## config.mk

```make
export PLATFORM = sky130hd
export DESIGN_NAME = cds_exec
export DESIGN_NICKNAME = d
export VERILOG_FILES = /design/src/rtl/cds_pkg.sv /design/src/rtl/cds_addr.sv /design/src/rtl/cds_exec.sv
export SDC_FILE = /design/constraint.sdc
export NUM_CORES = 1
export LEC_CHECK = 0
export ABC_AREA = 1
export BUFFER_PORTS_ARGS = -buffer_cell sky130_fd_sc_hd__buf_2
export CAP_MARGIN = 20
export CELL_PAD_IN_SITES_DETAIL_PLACEMENT = 1
export CELL_PAD_IN_SITES_GLOBAL_PLACEMENT = 1
export CORE_ASPECT_RATIO = 0.8
export CORE_MARGIN = 2
export CORE_UTILIZATION = 40
export DETAILED_ROUTE_END_ITERATION = 7
export PLACE_DENSITY = 0.87
export SYNTH_ARGS = -nofsm -noshare
export SYNTH_HDL_FRONTEND = slang
export SYNTH_HIERARCHICAL = 1
export SYNTH_SLANG_ARGS = --single-unit
```

## constraint.sdc

```tcl
create_clock -name clk_i -period 2.7 [get_ports clk_i]
set_clock_uncertainty 0.1 [all_clocks]
set_input_delay 0.54 -clock clk_i [delete_from_list [all_inputs] [get_ports clk_i]]
set_output_delay 0.54 -clock clk_i [all_outputs]
set_load 0.03 [all_outputs]
```

## src/rtl/cds_pkg.sv

```systemverilog
//------------------------------------------------------------------------------
// Overview of operation
// - True compare condition discards the fetched word, runs a no-operation cycle.
// - Less compare checks file below accumulator unsigned; opcode 0110 000a.
// - Skip instructions take one cycle, two on skip, three over two-word.
// - Skipping a two-word instruction inserts two full four-quarter idle cycles.
// - Access bit zero selects the fixed access bank, bank select ignored.
// - Access bit one uses bank select register to pick the general bank.
// - Extended set, access zero, file at most 5Fh gives indexed literal offset.
// - Decrement-skip-if-zero subtracts one from the file register, opcode 0010 11da.
// - Destination bit zero writes accumulator; one writes back the file register.
// - Decrement-skip-if-zero discards the prefetched word when result is zero.
// - Decrement-skip-if-nonzero, opcode 0100 11da, discards when result nonzero.
//------------------------------------------------------------------------------
package cds_pkg;

  //----------------------------------------------------------------------------
  // Widths
  //----------------------------------------------------------------------------
  localparam int DATA_W = 8;
  localparam int ADDR_W = 12;
  localparam int INSN_W = 16;
  localparam int BANK_W = 4;
  localparam int CNT_W  = 2;

  //----------------------------------------------------------------------------
  // Register byte offsets
  //----------------------------------------------------------------------------
  localparam logic [7:0] OFS_INSN   = 8'h00;
  localparam logic [7:0] OFS_ACC    = 8'h04;
  localparam logic [7:0] OFS_BANK   = 8'h08;
  localparam logic [7:0] OFS_CFG    = 8'h0c;
  localparam logic [7:0] OFS_INDEX  = 8'h10;
  localparam logic [7:0] OFS_STATUS = 8'h14;
  localparam logic [7:0] OFS_CYCLES = 8'h18;

  //----------------------------------------------------------------------------
  // Field positions and reset values
  //----------------------------------------------------------------------------
  localparam int CFG_EXT_EN  = 0;
  localparam int SB_BUSY     = 0;
  localparam int SB_SKIP     = 1;
  localparam int SB_ILLEGAL  = 2;
  localparam int SB_ZERO     = 3;
  localparam int BIT_A       = 8;
  localparam int BIT_D       = 9;
  localparam logic [DATA_W-1:0] RST_ACC   = 8'h00;
  localparam logic [BANK_W-1:0] RST_BANK  = 4'h0;
  localparam logic [INSN_W-1:0] RST_INSN  = 16'h0000;
  localparam logic [ADDR_W-1:0] RST_INDEX = 12'h000;
  localparam logic [CNT_W-1:0]  RST_CNT   = 2'h0;
  localparam logic [DATA_W-1:0] ONE_BYTE  = 8'h01;
  localparam logic [DATA_W-1:0] ZERO_BYTE = 8'h00;

  //----------------------------------------------------------------------------
  // Addressing constants
  //----------------------------------------------------------------------------
  localparam logic [DATA_W-1:0] LIT_OFS_MAX = 8'h5f;
  localparam logic [BANK_W-1:0] ACC_LOW     = 4'h0;
  localparam logic [BANK_W-1:0] ACC_HIGH    = 4'hf;

  //----------------------------------------------------------------------------
  // Opcodes: compares on bits 15:9, decrements on bits 15:10
  //----------------------------------------------------------------------------
  localparam logic [6:0] OPC_CMP_LT = 7'h30;
  localparam logic [6:0] OPC_CMP_EQ = 7'h31;
  localparam logic [6:0] OPC_CMP_GT = 7'h32;
  localparam logic [5:0] OPC_DEC_Z  = 6'h0b;
  localparam logic [5:0] OPC_DEC_NZ = 6'h13;

  //----------------------------------------------------------------------------
  // Quarter phases
  //----------------------------------------------------------------------------
  localparam logic [1:0] Q1 = 2'h0;
  localparam logic [1:0] Q2 = 2'h1;
  localparam logic [1:0] Q3 = 2'h2;
  localparam logic [1:0] Q4 = 2'h3;

  //----------------------------------------------------------------------------
  // Types
  //----------------------------------------------------------------------------
  typedef enum logic [3:0] {
    CDS_IDLE = 4'h1,
    CDS_EXEC = 4'h2,
    CDS_NOP1 = 4'h4,
    CDS_NOP2 = 4'h8
  } cds_state_e;

  typedef enum logic [2:0] {
    K_NONE   = 3'h0,
    K_CMP_LT = 3'h1,
    K_CMP_EQ = 3'h2,
    K_CMP_GT = 3'h3,
    K_DEC_Z  = 3'h4,
    K_DEC_NZ = 3'h5
  } cds_kind_e;

  // Opcode decode
  function automatic cds_kind_e cds_decode(input logic [INSN_W-1:0] insn);
    cds_kind_e k;
    k = K_NONE;
    if (insn[15:9] == OPC_CMP_LT) k = K_CMP_LT;
    if (insn[15:9] == OPC_CMP_EQ) k = K_CMP_EQ;
    if (insn[15:9] == OPC_CMP_GT) k = K_CMP_GT;
    if (insn[15:10] == OPC_DEC_Z) k = K_DEC_Z;
    if (insn[15:10] == OPC_DEC_NZ) k = K_DEC_NZ;
    return k;
  endfunction

endpackage

```

## src/rtl/cds_addr.sv

```systemverilog
`timescale 1ns/100ps
// Operand address former, purely combinational
module cds_addr
  import cds_pkg::*;
(
  input  wire logic [DATA_W-1:0] file_i,
  input  wire logic              access_i,
  input  wire logic [BANK_W-1:0] bank_i,
  input  wire logic              ext_en_i,
  input  wire logic [ADDR_W-1:0] index_i,
  output logic      [ADDR_W-1:0] addr_o,
  output logic                   indexed_o
);

  logic [ADDR_W-1:0] sum;

  // Index plus literal offset, carry out of the map dropped
  assign sum = index_i + {{(ADDR_W-DATA_W){1'b0}}, file_i};

  // Pick among indexed, access and banked forms
  always_comb begin
    indexed_o = 1'b0;
    if (access_i) begin
      addr_o = {bank_i, file_i};
    end else if (ext_en_i && (file_i <= LIT_OFS_MAX)) begin
      addr_o    = sum;
      indexed_o = 1'b1;
    end else begin
      addr_o = (file_i <= LIT_OFS_MAX) ? {ACC_LOW, file_i} : {ACC_HIGH, file_i};
    end
  end

endmodule

```

## src/rtl/cds_exec.sv

```systemverilog
// Implementation choices: the Wishbone interface to the registers and the address map.
`timescale 1ns/100ps
// Compare and decrement skip execution unit
module cds_exec
  import cds_pkg::*;
(
  input  wire logic              clk_i,
  input  wire logic              rst_i,
  input  wire logic              wb_cyc_i,
  input  wire logic              wb_stb_i,
  input  wire logic              wb_we_i,
  input  wire logic [7:0]        wb_adr_i,
  input  wire logic [3:0]        wb_sel_i,
  input  wire logic [31:0]       wb_dat_i,
  output logic      [31:0]       wb_dat_o,
  output logic                   wb_ack_o,
  input  wire logic              next_two_word_i,
  output logic                   discard_o,
  output logic                   nop_cycle_o,
  output logic                   busy_o,
  output logic                   done_o,
  output logic      [1:0]        quarter_o,
  output logic      [ADDR_W-1:0] dmem_addr_o,
  input  wire logic [DATA_W-1:0] dmem_rdata_i,
  output logic      [DATA_W-1:0] dmem_wdata_o,
  output logic                   dmem_we_o
);

  //----------------------------------------------------------------------------
  // Declarations
  //----------------------------------------------------------------------------
  cds_state_e        state;
  cds_state_e        next_state;
  cds_kind_e         kind;
  logic [1:0]        quarter;
  logic [INSN_W-1:0] insn;
  logic [DATA_W-1:0] acc;
  logic [BANK_W-1:0] bank;
  logic              ext_en;
  logic [ADDR_W-1:0] index;
  logic [DATA_W-1:0] rd_data;
  logic [DATA_W-1:0] result;
  logic              skip;
  logic              two_word;
  logic              illegal;
  logic              zero;
  logic [CNT_W-1:0]  cycles;
  logic [ADDR_W-1:0] op_addr;
  logic [DATA_W+0:0] diff;
  logic [DATA_W-1:0] dec_val;
  logic              cond;
  logic              is_dec;
  logic              wb_req;
  logic              wb_wr;
  logic              start;
  logic              at_q1;
  logic              at_q3;
  logic              at_q4;
  logic              last_q;
  logic [31:0]       rd_mux;

  //----------------------------------------------------------------------------
  // Bus request decode
  //----------------------------------------------------------------------------
  // Writes land on the edge where the master sees ack
  assign wb_req = wb_cyc_i && wb_stb_i;
  assign wb_wr  = wb_req && wb_we_i && wb_ack_o;
  // New instruction only accepted while idle; a busy write is dropped
  assign start  = wb_wr && (wb_adr_i == OFS_INSN) && wb_sel_i[0] && (state == CDS_IDLE);

  // Phase helpers
  assign at_q1 = (state == CDS_EXEC) && (quarter == Q1);
  assign at_q3 = (state == CDS_EXEC) && (quarter == Q3);
  assign at_q4 = (state == CDS_EXEC) && (quarter == Q4);
  assign is_dec = (kind == K_DEC_Z) || (kind == K_DEC_NZ);

  //----------------------------------------------------------------------------
  // Operand address
  //----------------------------------------------------------------------------
  cds_addr u_addr (
    .file_i    (insn[DATA_W-1:0]),
    .access_i  (insn[BIT_A]),
    .bank_i    (bank),
    .ext_en_i  (ext_en),
    .index_i   (index),
    .addr_o    (op_addr),
    .indexed_o ()
  );

  //----------------------------------------------------------------------------
  // Arithmetic
  //----------------------------------------------------------------------------
  // Nine-bit difference keeps the borrow for unsigned order
  // File minus accumulator
  assign diff    = {1'b0, rd_data} - {1'b0, acc};
  assign dec_val = rd_data - ONE_BYTE;

  // Skip condition per kind
  always_comb begin
    unique case (kind)
      K_CMP_GT: cond = !diff[DATA_W] && (diff[DATA_W-1:0] != ZERO_BYTE);
      K_CMP_LT: cond = diff[DATA_W];
      K_CMP_EQ: cond = (diff[DATA_W-1:0] == ZERO_BYTE);
      K_DEC_Z:  cond = (dec_val == ZERO_BYTE);
      K_DEC_NZ: cond = (dec_val != ZERO_BYTE);
      default:  cond = 1'b0;
    endcase
  end

  //----------------------------------------------------------------------------
  // Sequencer
  //----------------------------------------------------------------------------
  // Last quarter of whichever cycle ends the instruction
  assign last_q = (quarter == Q4) &&
                  (((state == CDS_EXEC) && !skip) ||
                   ((state == CDS_NOP1) && !two_word) ||
                   (state == CDS_NOP2));

  // Next state at cycle boundaries
  always_comb begin
    next_state = state;
    unique case (state)
      CDS_IDLE: if (start) next_state = CDS_EXEC;
      CDS_EXEC: if (quarter == Q4) next_state = skip ? CDS_NOP1 : CDS_IDLE;
      // Two-word target needs a second idle cycle
      CDS_NOP1: if (quarter == Q4) next_state = two_word ? CDS_NOP2 : CDS_IDLE;
      CDS_NOP2: if (quarter == Q4) next_state = CDS_IDLE;
      default:  next_state = CDS_IDLE;
    endcase
  end

  // State register
  always_ff @(posedge clk_i) begin
    if (rst_i) begin
      state <= CDS_IDLE;
    end else begin
      state <= next_state;
    end
  end

  // Quarter counter, wraps every four clocks while active
  always_ff @(posedge clk_i) begin
    if (rst_i || (state == CDS_IDLE)) begin
      quarter <= Q1;
    end else begin
      quarter <= quarter + 2'h1;
    end
  end

  // Instruction cycles used: one, two or three
  always_ff @(posedge clk_i) begin
    if (rst_i || start) begin
      cycles <= RST_CNT;
    end else if ((state != CDS_IDLE) && (quarter == Q4)) begin
      cycles <= cycles + 2'h1;
    end
  end

  //----------------------------------------------------------------------------
  // Datapath by quarter
  //----------------------------------------------------------------------------
  // Decode in first quarter
  always_ff @(posedge clk_i) begin
    if (rst_i) begin
      kind    <= K_NONE;
      illegal <= 1'b0;
    end else if (at_q1) begin
      kind    <= cds_decode(insn);
      illegal <= (cds_decode(insn) == K_NONE);
    end
  end

  // Operand address latched in first quarter, held to the write
  always_ff @(posedge clk_i) begin
    if (rst_i) begin
      dmem_addr_o <= RST_INDEX;
    end else if (at_q1) begin
      dmem_addr_o <= op_addr;
    end
  end

  // Read file register in second quarter
  always_ff @(posedge clk_i) begin
    if (rst_i) begin
      rd_data <= ZERO_BYTE;
    end else if ((state == CDS_EXEC) && (quarter == Q2)) begin
      rd_data <= dmem_rdata_i;
    end
  end

  // Compute in third quarter; prefetch width sampled here
  always_ff @(posedge clk_i) begin
    if (rst_i) begin
      result   <= ZERO_BYTE;
      skip     <= 1'b0;
      two_word <= 1'b0;
      zero     <= 1'b0;
    end else if (at_q3) begin
      result   <= is_dec ? dec_val : diff[DATA_W-1:0];
      skip     <= cond;
      two_word <= cond && next_two_word_i;
      zero     <= is_dec ? (dec_val == ZERO_BYTE) : (diff[DATA_W-1:0] == ZERO_BYTE);
    end
  end

  // File write-back in Q4 only for decrement with d set
  always_ff @(posedge clk_i) begin
    if (rst_i) begin
      dmem_we_o    <= 1'b0;
      dmem_wdata_o <= ZERO_BYTE;
    end else begin
      dmem_we_o    <= at_q3 && is_dec && insn[BIT_D];
      dmem_wdata_o <= at_q3 ? dec_val : dmem_wdata_o;
    end
  end

  // Discard pulse during Q4 of a true condition
  always_ff @(posedge clk_i) begin
    if (rst_i) begin
      discard_o <= 1'b0;
    end else begin
      discard_o <= at_q3 && cond;
    end
  end

  //----------------------------------------------------------------------------
  // Software registers
  //----------------------------------------------------------------------------
  // Instruction word; dropped while busy to keep the running one stable
  always_ff @(posedge clk_i) begin
    if (rst_i) begin
      insn <= RST_INSN;
    end else if (start) begin
      insn[7:0] <= wb_dat_i[7:0];
      if (wb_sel_i[1]) insn[15:8] <= wb_dat_i[15:8];
    end
  end

  // Accumulator: hardware result wins over a bus write
  always_ff @(posedge clk_i) begin
    if (rst_i) begin
      acc <= RST_ACC;
    end else if (at_q4 && is_dec && !insn[BIT_D]) begin
      acc <= result;
    end else if (wb_wr && (wb_adr_i == OFS_ACC) && wb_sel_i[0]) begin
      acc <= wb_dat_i[DATA_W-1:0];
    end
  end

  // Bank select and configuration
  always_ff @(posedge clk_i) begin
    if (rst_i) begin
      bank   <= RST_BANK;
      ext_en <= 1'b0;
    end else if (wb_wr && wb_sel_i[0]) begin
      if (wb_adr_i == OFS_BANK) bank <= wb_dat_i[BANK_W-1:0];
      if (wb_adr_i == OFS_CFG) ext_en <= wb_dat_i[CFG_EXT_EN];
    end
  end

  // Index base for literal offset mode
  always_ff @(posedge clk_i) begin
    if (rst_i) begin
      index <= RST_INDEX;
    end else if (wb_wr && (wb_adr_i == OFS_INDEX)) begin
      if (wb_sel_i[0]) index[7:0] <= wb_dat_i[7:0];
      if (wb_sel_i[1]) index[11:8] <= wb_dat_i[11:8];
    end
  end

  //----------------------------------------------------------------------------
  // Bus read and acknowledge
  //----------------------------------------------------------------------------
  // Read mux; unmapped offsets answer zero
  always_comb begin
    rd_mux = 32'h0000_0000;
    unique case (wb_adr_i)
      OFS_INSN:   rd_mux[INSN_W-1:0] = insn;
      OFS_ACC:    rd_mux[DATA_W-1:0] = acc;
      OFS_BANK:   rd_mux[BANK_W-1:0] = bank;
      OFS_CFG:    rd_mux[CFG_EXT_EN] = ext_en;
      OFS_INDEX:  rd_mux[ADDR_W-1:0] = index;
      OFS_STATUS: begin
        rd_mux[SB_BUSY]    = busy_o;
        rd_mux[SB_SKIP]    = skip;
        rd_mux[SB_ILLEGAL] = illegal;
        rd_mux[SB_ZERO]    = zero;
      end
      OFS_CYCLES: rd_mux[CNT_W-1:0] = cycles;
      default:    rd_mux = 32'h0000_0000;
    endcase
  end

  // Ack one cycle after the request, dropped the cycle after
  always_ff @(posedge clk_i) begin
    if (rst_i) begin
      wb_ack_o <= 1'b0;
      wb_dat_o <= 32'h0000_0000;
    end else begin
      wb_ack_o <= wb_req && !wb_ack_o;
      wb_dat_o <= rd_mux;
    end
  end

  //----------------------------------------------------------------------------
  // Pipeline status outputs
  //----------------------------------------------------------------------------
  assign busy_o      = (state != CDS_IDLE);
  // Whole idle cycles, all four quarters
  assign nop_cycle_o = (state == CDS_NOP1) || (state == CDS_NOP2);
  assign done_o      = last_q;
  assign quarter_o   = quarter;

endmodule

```

-- After elaboration in Yosys (flattened, before gate mapping)
Cells that the tools add are included.
W data, S select, Z words.
- register bits after elaboration: 127
- bits of input ports: 58
- output and inout port bits: 60
- logic and storage cells: 140
- add/subtract/negate cells: 5
- order comparisons: 1
- eq/ne operators: 28
- muxes and demuxes: 27
- bitwise operators: 1
- reductions and logical operators: 53
- operators by type and width (kind ; count):
    $mux W12 ; 3
    $logic_and A1 B1 Y1 ; 27
    $eq A8 B5 Y1 const B ; 3
    $logic_not A8 Y1 ; 3
    $mux W8 ; 3
    $eq A7 B6 Y1 const B ; 3
    $mux W3 ; 7
    $mux W4 ; 5
    $eq A8 B4 Y1 const B ; 2
    $pmux W4 S4 ; 1
    $reduce_bool A8 Y1 ; 2
    $add A12 B8 Y12 ; 1
    $pmux W4 S3 ; 1
    $pmux W2 S5 ; 1
    $reduce_and A2 Y1 ; 5
    $sub A8 B8 Y9 ; 1
    $eq A8 B3 Y1 const B ; 1
    $le A8 B7 Y1 const B ; 1
    $pmux W4 S2 ; 1
    $sub A8 B1 Y8 const B ; 1
    $pmux W1 S7 ; 1
    $eq A3 B2 Y1 const B ; 2
    $eq A3 B3 Y1 const B ; 2
    $eq A6 B4 Y1 const B ; 1
    other kinds (23) ; 37

-- Depth between registers and ports, before layout
- word-level depth: 9
- mapped depth: 15
- depth with buffers taken out: 15

-- Modules after synthesis
Netlist, hierarchy kept.
- modules (own cells, without submodules) (module ; times used ; cells an instance ; area each (um2) ; sequential area each (um2)):
    cds_exec ; 1 ; 702 ; 5237.5 ; 2222.1
    cds_addr ; 1 ; 137 ; 784.5 ; 0.0

-- Worst setup path before layout
OpenSTA, ideal clock, no wires.
- path kind: register to register
- from: reg rd_data[0]
- to: reg skip
- library setup time: 0.114 ns
- data arrival time: 1.944 ns
- data required time: 2.486 ns
- path slack: 0.543 ns
- cell stages (with the launch flop): 15
- path buffers: 0
- clock period less this slack: 2.157 ns
- cells stage by stage: dfxtp_1 inv_1 ha_1 fa_1 nand3b_1 nand2_1 nand2_1 nand2_1 nand3_1 nor2_1 nand2_1 nand2_1 nand3_1 nand2_1 nand2_1
- elaborated cells between the ends (all ways): 9
- those cells by class: add/sub (2); mux (1); reduce/logical (6)
- RTL lines (item ; RTL line ; RTL):
    from (decl) ; cds_exec.sv:41 ; logic [DATA_W-1:0] rd_data;
    from (signal assigned) ; cds_exec.sv:187 ; rd_data <= dmem_rdata_i;
    $sub A8 B1 Y8 * ; cds_exec.sv:96 ; assign dec_val = rd_data - ONE_BYTE;
    via dec_val[0] ; cds_exec.sv:50 ; logic [DATA_W-1:0] dec_val;
    $reduce_bool A8 Y1 / $logic_not A8 Y1 (equally long branches) ; cds_exec.sv:105, cds_exec.sv:104 ;
    $pmux W1 S5 * ; cds_exec.sv:100 ; unique case (kind)
    to (signal assigned) ; cds_exec.sv:200 ; skip <= cond;
    to (decl) ; cds_exec.sv:43 ; logic skip;
The timed path passes the listed nets; every way through them passes the cells marked *.
A chain may end at the register's enable or synchronous reset.

-- Worst setup path in the final report
- from: reg state[2]
- to: out done_o
- word-level cells in the longest chain between the ends: 5
- elaborated cells between the ends (all ways): 8
- those cells by class: eq/ne (3); reduce/logical (5)
- RTL lines (item ; RTL line ; RTL):
    from (decl) ; cds_exec.sv:32 ; cds_state_e state;
    from (signal assigned) ; cds_exec.sv:137 ; state <= next_state;
    $eq A4 B2 Y1 / $eq A4 B3 Y1 (equally long branches) ; cds_exec.sv:115, cds_exec.sv:116 ;
    $logic_and A1 B1 Y1, on equally long branches ; cds_exec.sv:115, cds_exec.sv:116 ;
    $logic_or A1 B1 Y1 ; cds_exec.sv:115 ; (((state == CDS_EXEC) && !skip) ||
    $logic_or A1 B1 Y1 * ; cds_exec.sv:116 ; ((state == CDS_NOP1) && !two_word) ||
    $logic_and A1 B1 Y1 * ; cds_exec.sv:114 ; assign last_q = (quarter == Q4) &&
    to (decl) ; cds_exec.sv:21 ; output logic done_o,
Mark *: on every way between the ends. The rest lies on a longest branch, timed or not.

==> impl_metrics.json <==
{
  "reg2reg_slack_ns": 0.21,
  "via_per_inst": 5.29,
  "pwr_density_cell_mw_per_mm2": 441,
  "rsz0062_at_grt": "false",
  "finalNetCount": 1007,
  "max_freq_mhz": 399,
  "crit_end": "done_o",
  "die_w_um": 141,
  "cp_common_cell": "inv_1",
  "ir_drop_mv": 0.308,
  "final.setup.tns_ns": 0,
  "crit_start": "state[2]",
  "synth_edf_count": 0,
  "crit_path_max_fanout": 8,
  "setup_slack_ns": 0.193,
  "async_flop_share": 0,
  "r2r-start": "rd_data[0]",
  "grt_use_met3": 0.0542,
  "outcome": "complete, no violations",
  "fin_util": 0.464,
  "place_ws_ns": 0.260,
  "critical_path.cell_chain": "inv_1 > nand2_1 > nor3_4 > inv_1 > o22ai_1 > o21ai_0 > inv_1 > buf_2",
  "p_clk_frac": 0.416,
  "core_area_mm2": 0.0149,
  "max_stage_delay_ns": 0.32,
  "synth_seq_area_share": 0.369,
  "antenna_cells": 0,
  "final-max-slew-violation-count": 0,
  "port_buffers": 83,
  "leakage_uw": 0.00318,
  "grt_start_max_net_pins": 35,
  "ys.flop_type": "dfxtp_1",
  "num_vias": 5909,
  "instances_no_fill": 1118,
  "clkLatencyLatePin_ns": 0.36,
  "htreeDepth": 3,
  "dp_cells": 1103,
  "hold_ws_ns": 0.310,
  "min_path_type": "in -> reg",
  "synth_area_leaders": "dfxtp_1 37%, nand2_1 10%, inv_1 6.5%",
  "worst_path_max_delay_cell": "dfxtp_1",
  "drt-initial-drc-count": 396,
  "post-cts-setup-buffers": 0,
  "hold_viol_final": 0,
  "worstPathArrival_ns": 1.87,
  "antenna_found_initial": 0,
  "r2r_end": "skip",
  "comb_power_share": 0.045,
  "cp.buffers_inverters": 4,
  "netlist_instances": 839,
  "globalplace.congestion": 0.862,
  "cts_resized": 0,
  "yosys-top-cells-count": "161 x nand2_1, 111 x dfxtp_1, 104 x inv_1",
  "crit_required_ns": 2.06,
  "dieArea_mm2": 0.0161,
  "met1_usage": 0.324,
  "syn_area_mm2": 0.00602,
  "worst_slew_pin_slew_ns": 0.525,
  "std_cell_rows": 40,
  "synth_seq_cells": 111,
  "period_share": 0.929,
  "tritoncts": "done",
  "setup_viol": 0,
  "post-synth-top-count-cell": "nand2_1",
  "seq_power_share": 0.539,
  "swShare": 0.236,
  "cts_hold_buf": 0,
  "clockBufferDepth": 2,
  "syn_avg_cell_area_um2": 7.18,
  "cts_num_sinks": 111,
  "path_delay_family": "buffers and inverters",
  "drive_above_1_share": 0.181,
  "hold_start": "wb_stb_i",
  "first_pass_iters": 5,
  "grt.met2_usage": 0.372,
  "syn_to_final_growth_pct": 14.5,
  "slew_headroom": 0.649,
  "dp_hpwl_mm": 14.0,
  "switchingPower_uw": 718,
  "busiest_layer": "met2",
  "clock-root-buffer": "clkbuf_16",
  "numCtsBuffers": 9,
  "yosysUniqueCellTypes": 50,
  "worst-path-stages": 8,
  "synth_top_area_share": 0.369,
  "initial_core_util": 0.405,
  "ant_nets": 0,
  "cp-start-kind": "flip-flop",
  "max_cap_violations": 0,
  "track_usage": 0.233,
  "yosys_warnings": 6,
  "clkTransAtPathRegs_ns": 0.07,
  "fin_crit_ns": 2.51,
  "drt_wl_total_mm": 18.3,
  "p_int_uw": 2320,
  "grt_pass1_wl_mm": 29.5,
  "grt-ovfl-total": 0,
  "wire_per_inst_um": 16.4,
  "ios": 118,
  "drcViolationCount": 0,
  "synth_largest_area_cell": "dfxtp_1",
  "grt_pass1_vias": 5779,
  "fp.dieH_um": 114,
  "r2r_cells": 14,
  "cp-end-kind": "output port",
  "path_class": "reg -> out"
}
[area by class of cell]
type                            count  area [um^2]
Multi-Input combinational cell    586         3190
Sequential cell                   111         2220
Inverter                          117          439
Tap cell                          189          236
Clock buffer                       12          246
Timing Repair Buffer              100          543
Fill cell                        1945         7970
Clock inverter                      3         20.0
[state kept, by name (all words and copies together), names as in the netlist, 2 cells and up]
signal / count
wb_dat_o: 16
state: 4
acc: 8
bank: 4
insn: 16
quarter_o: 2
result: 8
cycles: 2
kind: 3
index: 12
rd_data: 8
dmem_addr_o: 12
dmem_wdata_o: 8
[worst min-delay path: stages]
cell and delay [ns]:
buf_2 0.11, nand2_1 0.05, nor3_1 0.04
[metrics by stage]
step	area, um^2	power [uW]
CTS	6890	3060
global route	6890	3150
finish	6890	3040
detailed placement	6620	1810
global placement	6620	1810
floorplan	6080	1770
[cells by family after synthesis]
family | synth area share
fa+ha+maj | 0.0524
xor+xnor | 0.00727
buf+inv | 0.112
flops | 0.369
mux | 0.0121
other cells | 0.000623
simple gates | 0.257
compound gates | 0.189
[cells in the final DEF, fill, tap and decap left out, types with 4 or more instances in the layout]
| cell type | n |
|---|---|
| ha_1 | 22 |
| buf_4 | 17 |
| nor3_1 | 12 |
| dfxtp_1 | 111 |
| nand3b_1 | 6 |
| o21ai_1 | 16 |
| o22ai_1 | 7 |
| o21ai_0 | 62 |
| conb_1 | 16 |
| nand3_1 | 49 |
| nand2_1 | 160 |
| nand2_2 | 6 |
| a21oi_1 | 77 |
| o211ai_1 | 5 |
| inv_1 | 104 |
| buf_2 | 83 |
| nor2_2 | 8 |
| clkbuf_16 | 9 |
| nand4_1 | 13 |
| a31oi_1 | 5 |
| mux2i_1 | 5 |
| xor2_1 | 4 |
| a21oi_2 | 11 |
| nor2_1 | 60 |
| inv_2 | 12 |
| a211oi_1 | 7 |
[power groups by stage]
stage	sequential (uW)	combinational, uW	clock (uW)
finish	1640	137	1270
global route	1640	148	1360
global placement	1670	133	0
detailed placement	1670	136	0
floorplan	1680	94.9	0
CTS	1640	136	1290
[layer usage]
layer  wire (um)  part of all wire  vias to the layer above
met4         135            0.0074                        0
met2        8260              0.45                      132
li1            -                 -                     2908
met5           0                 0                        -
met3         941             0.051                       12
met1        9010              0.49                     2857
[how the worst min path moves through the flow]
stage / to / slack, ns / cells past startpoint
3_3_place_gp: wb_ack_o / 0.33 / 1
3_5_place_dp: wb_ack_o / 0.34 / 1
6_report: wb_ack_o / 0.31 / 3
4_1_cts: wb_ack_o / 0.30 / 3
2_1_floorplan: zero / 0.35 / 2
5_1_grt: wb_ack_o / 0.33 / 3
Note: power is estimated with default switching activity, not from simulation.
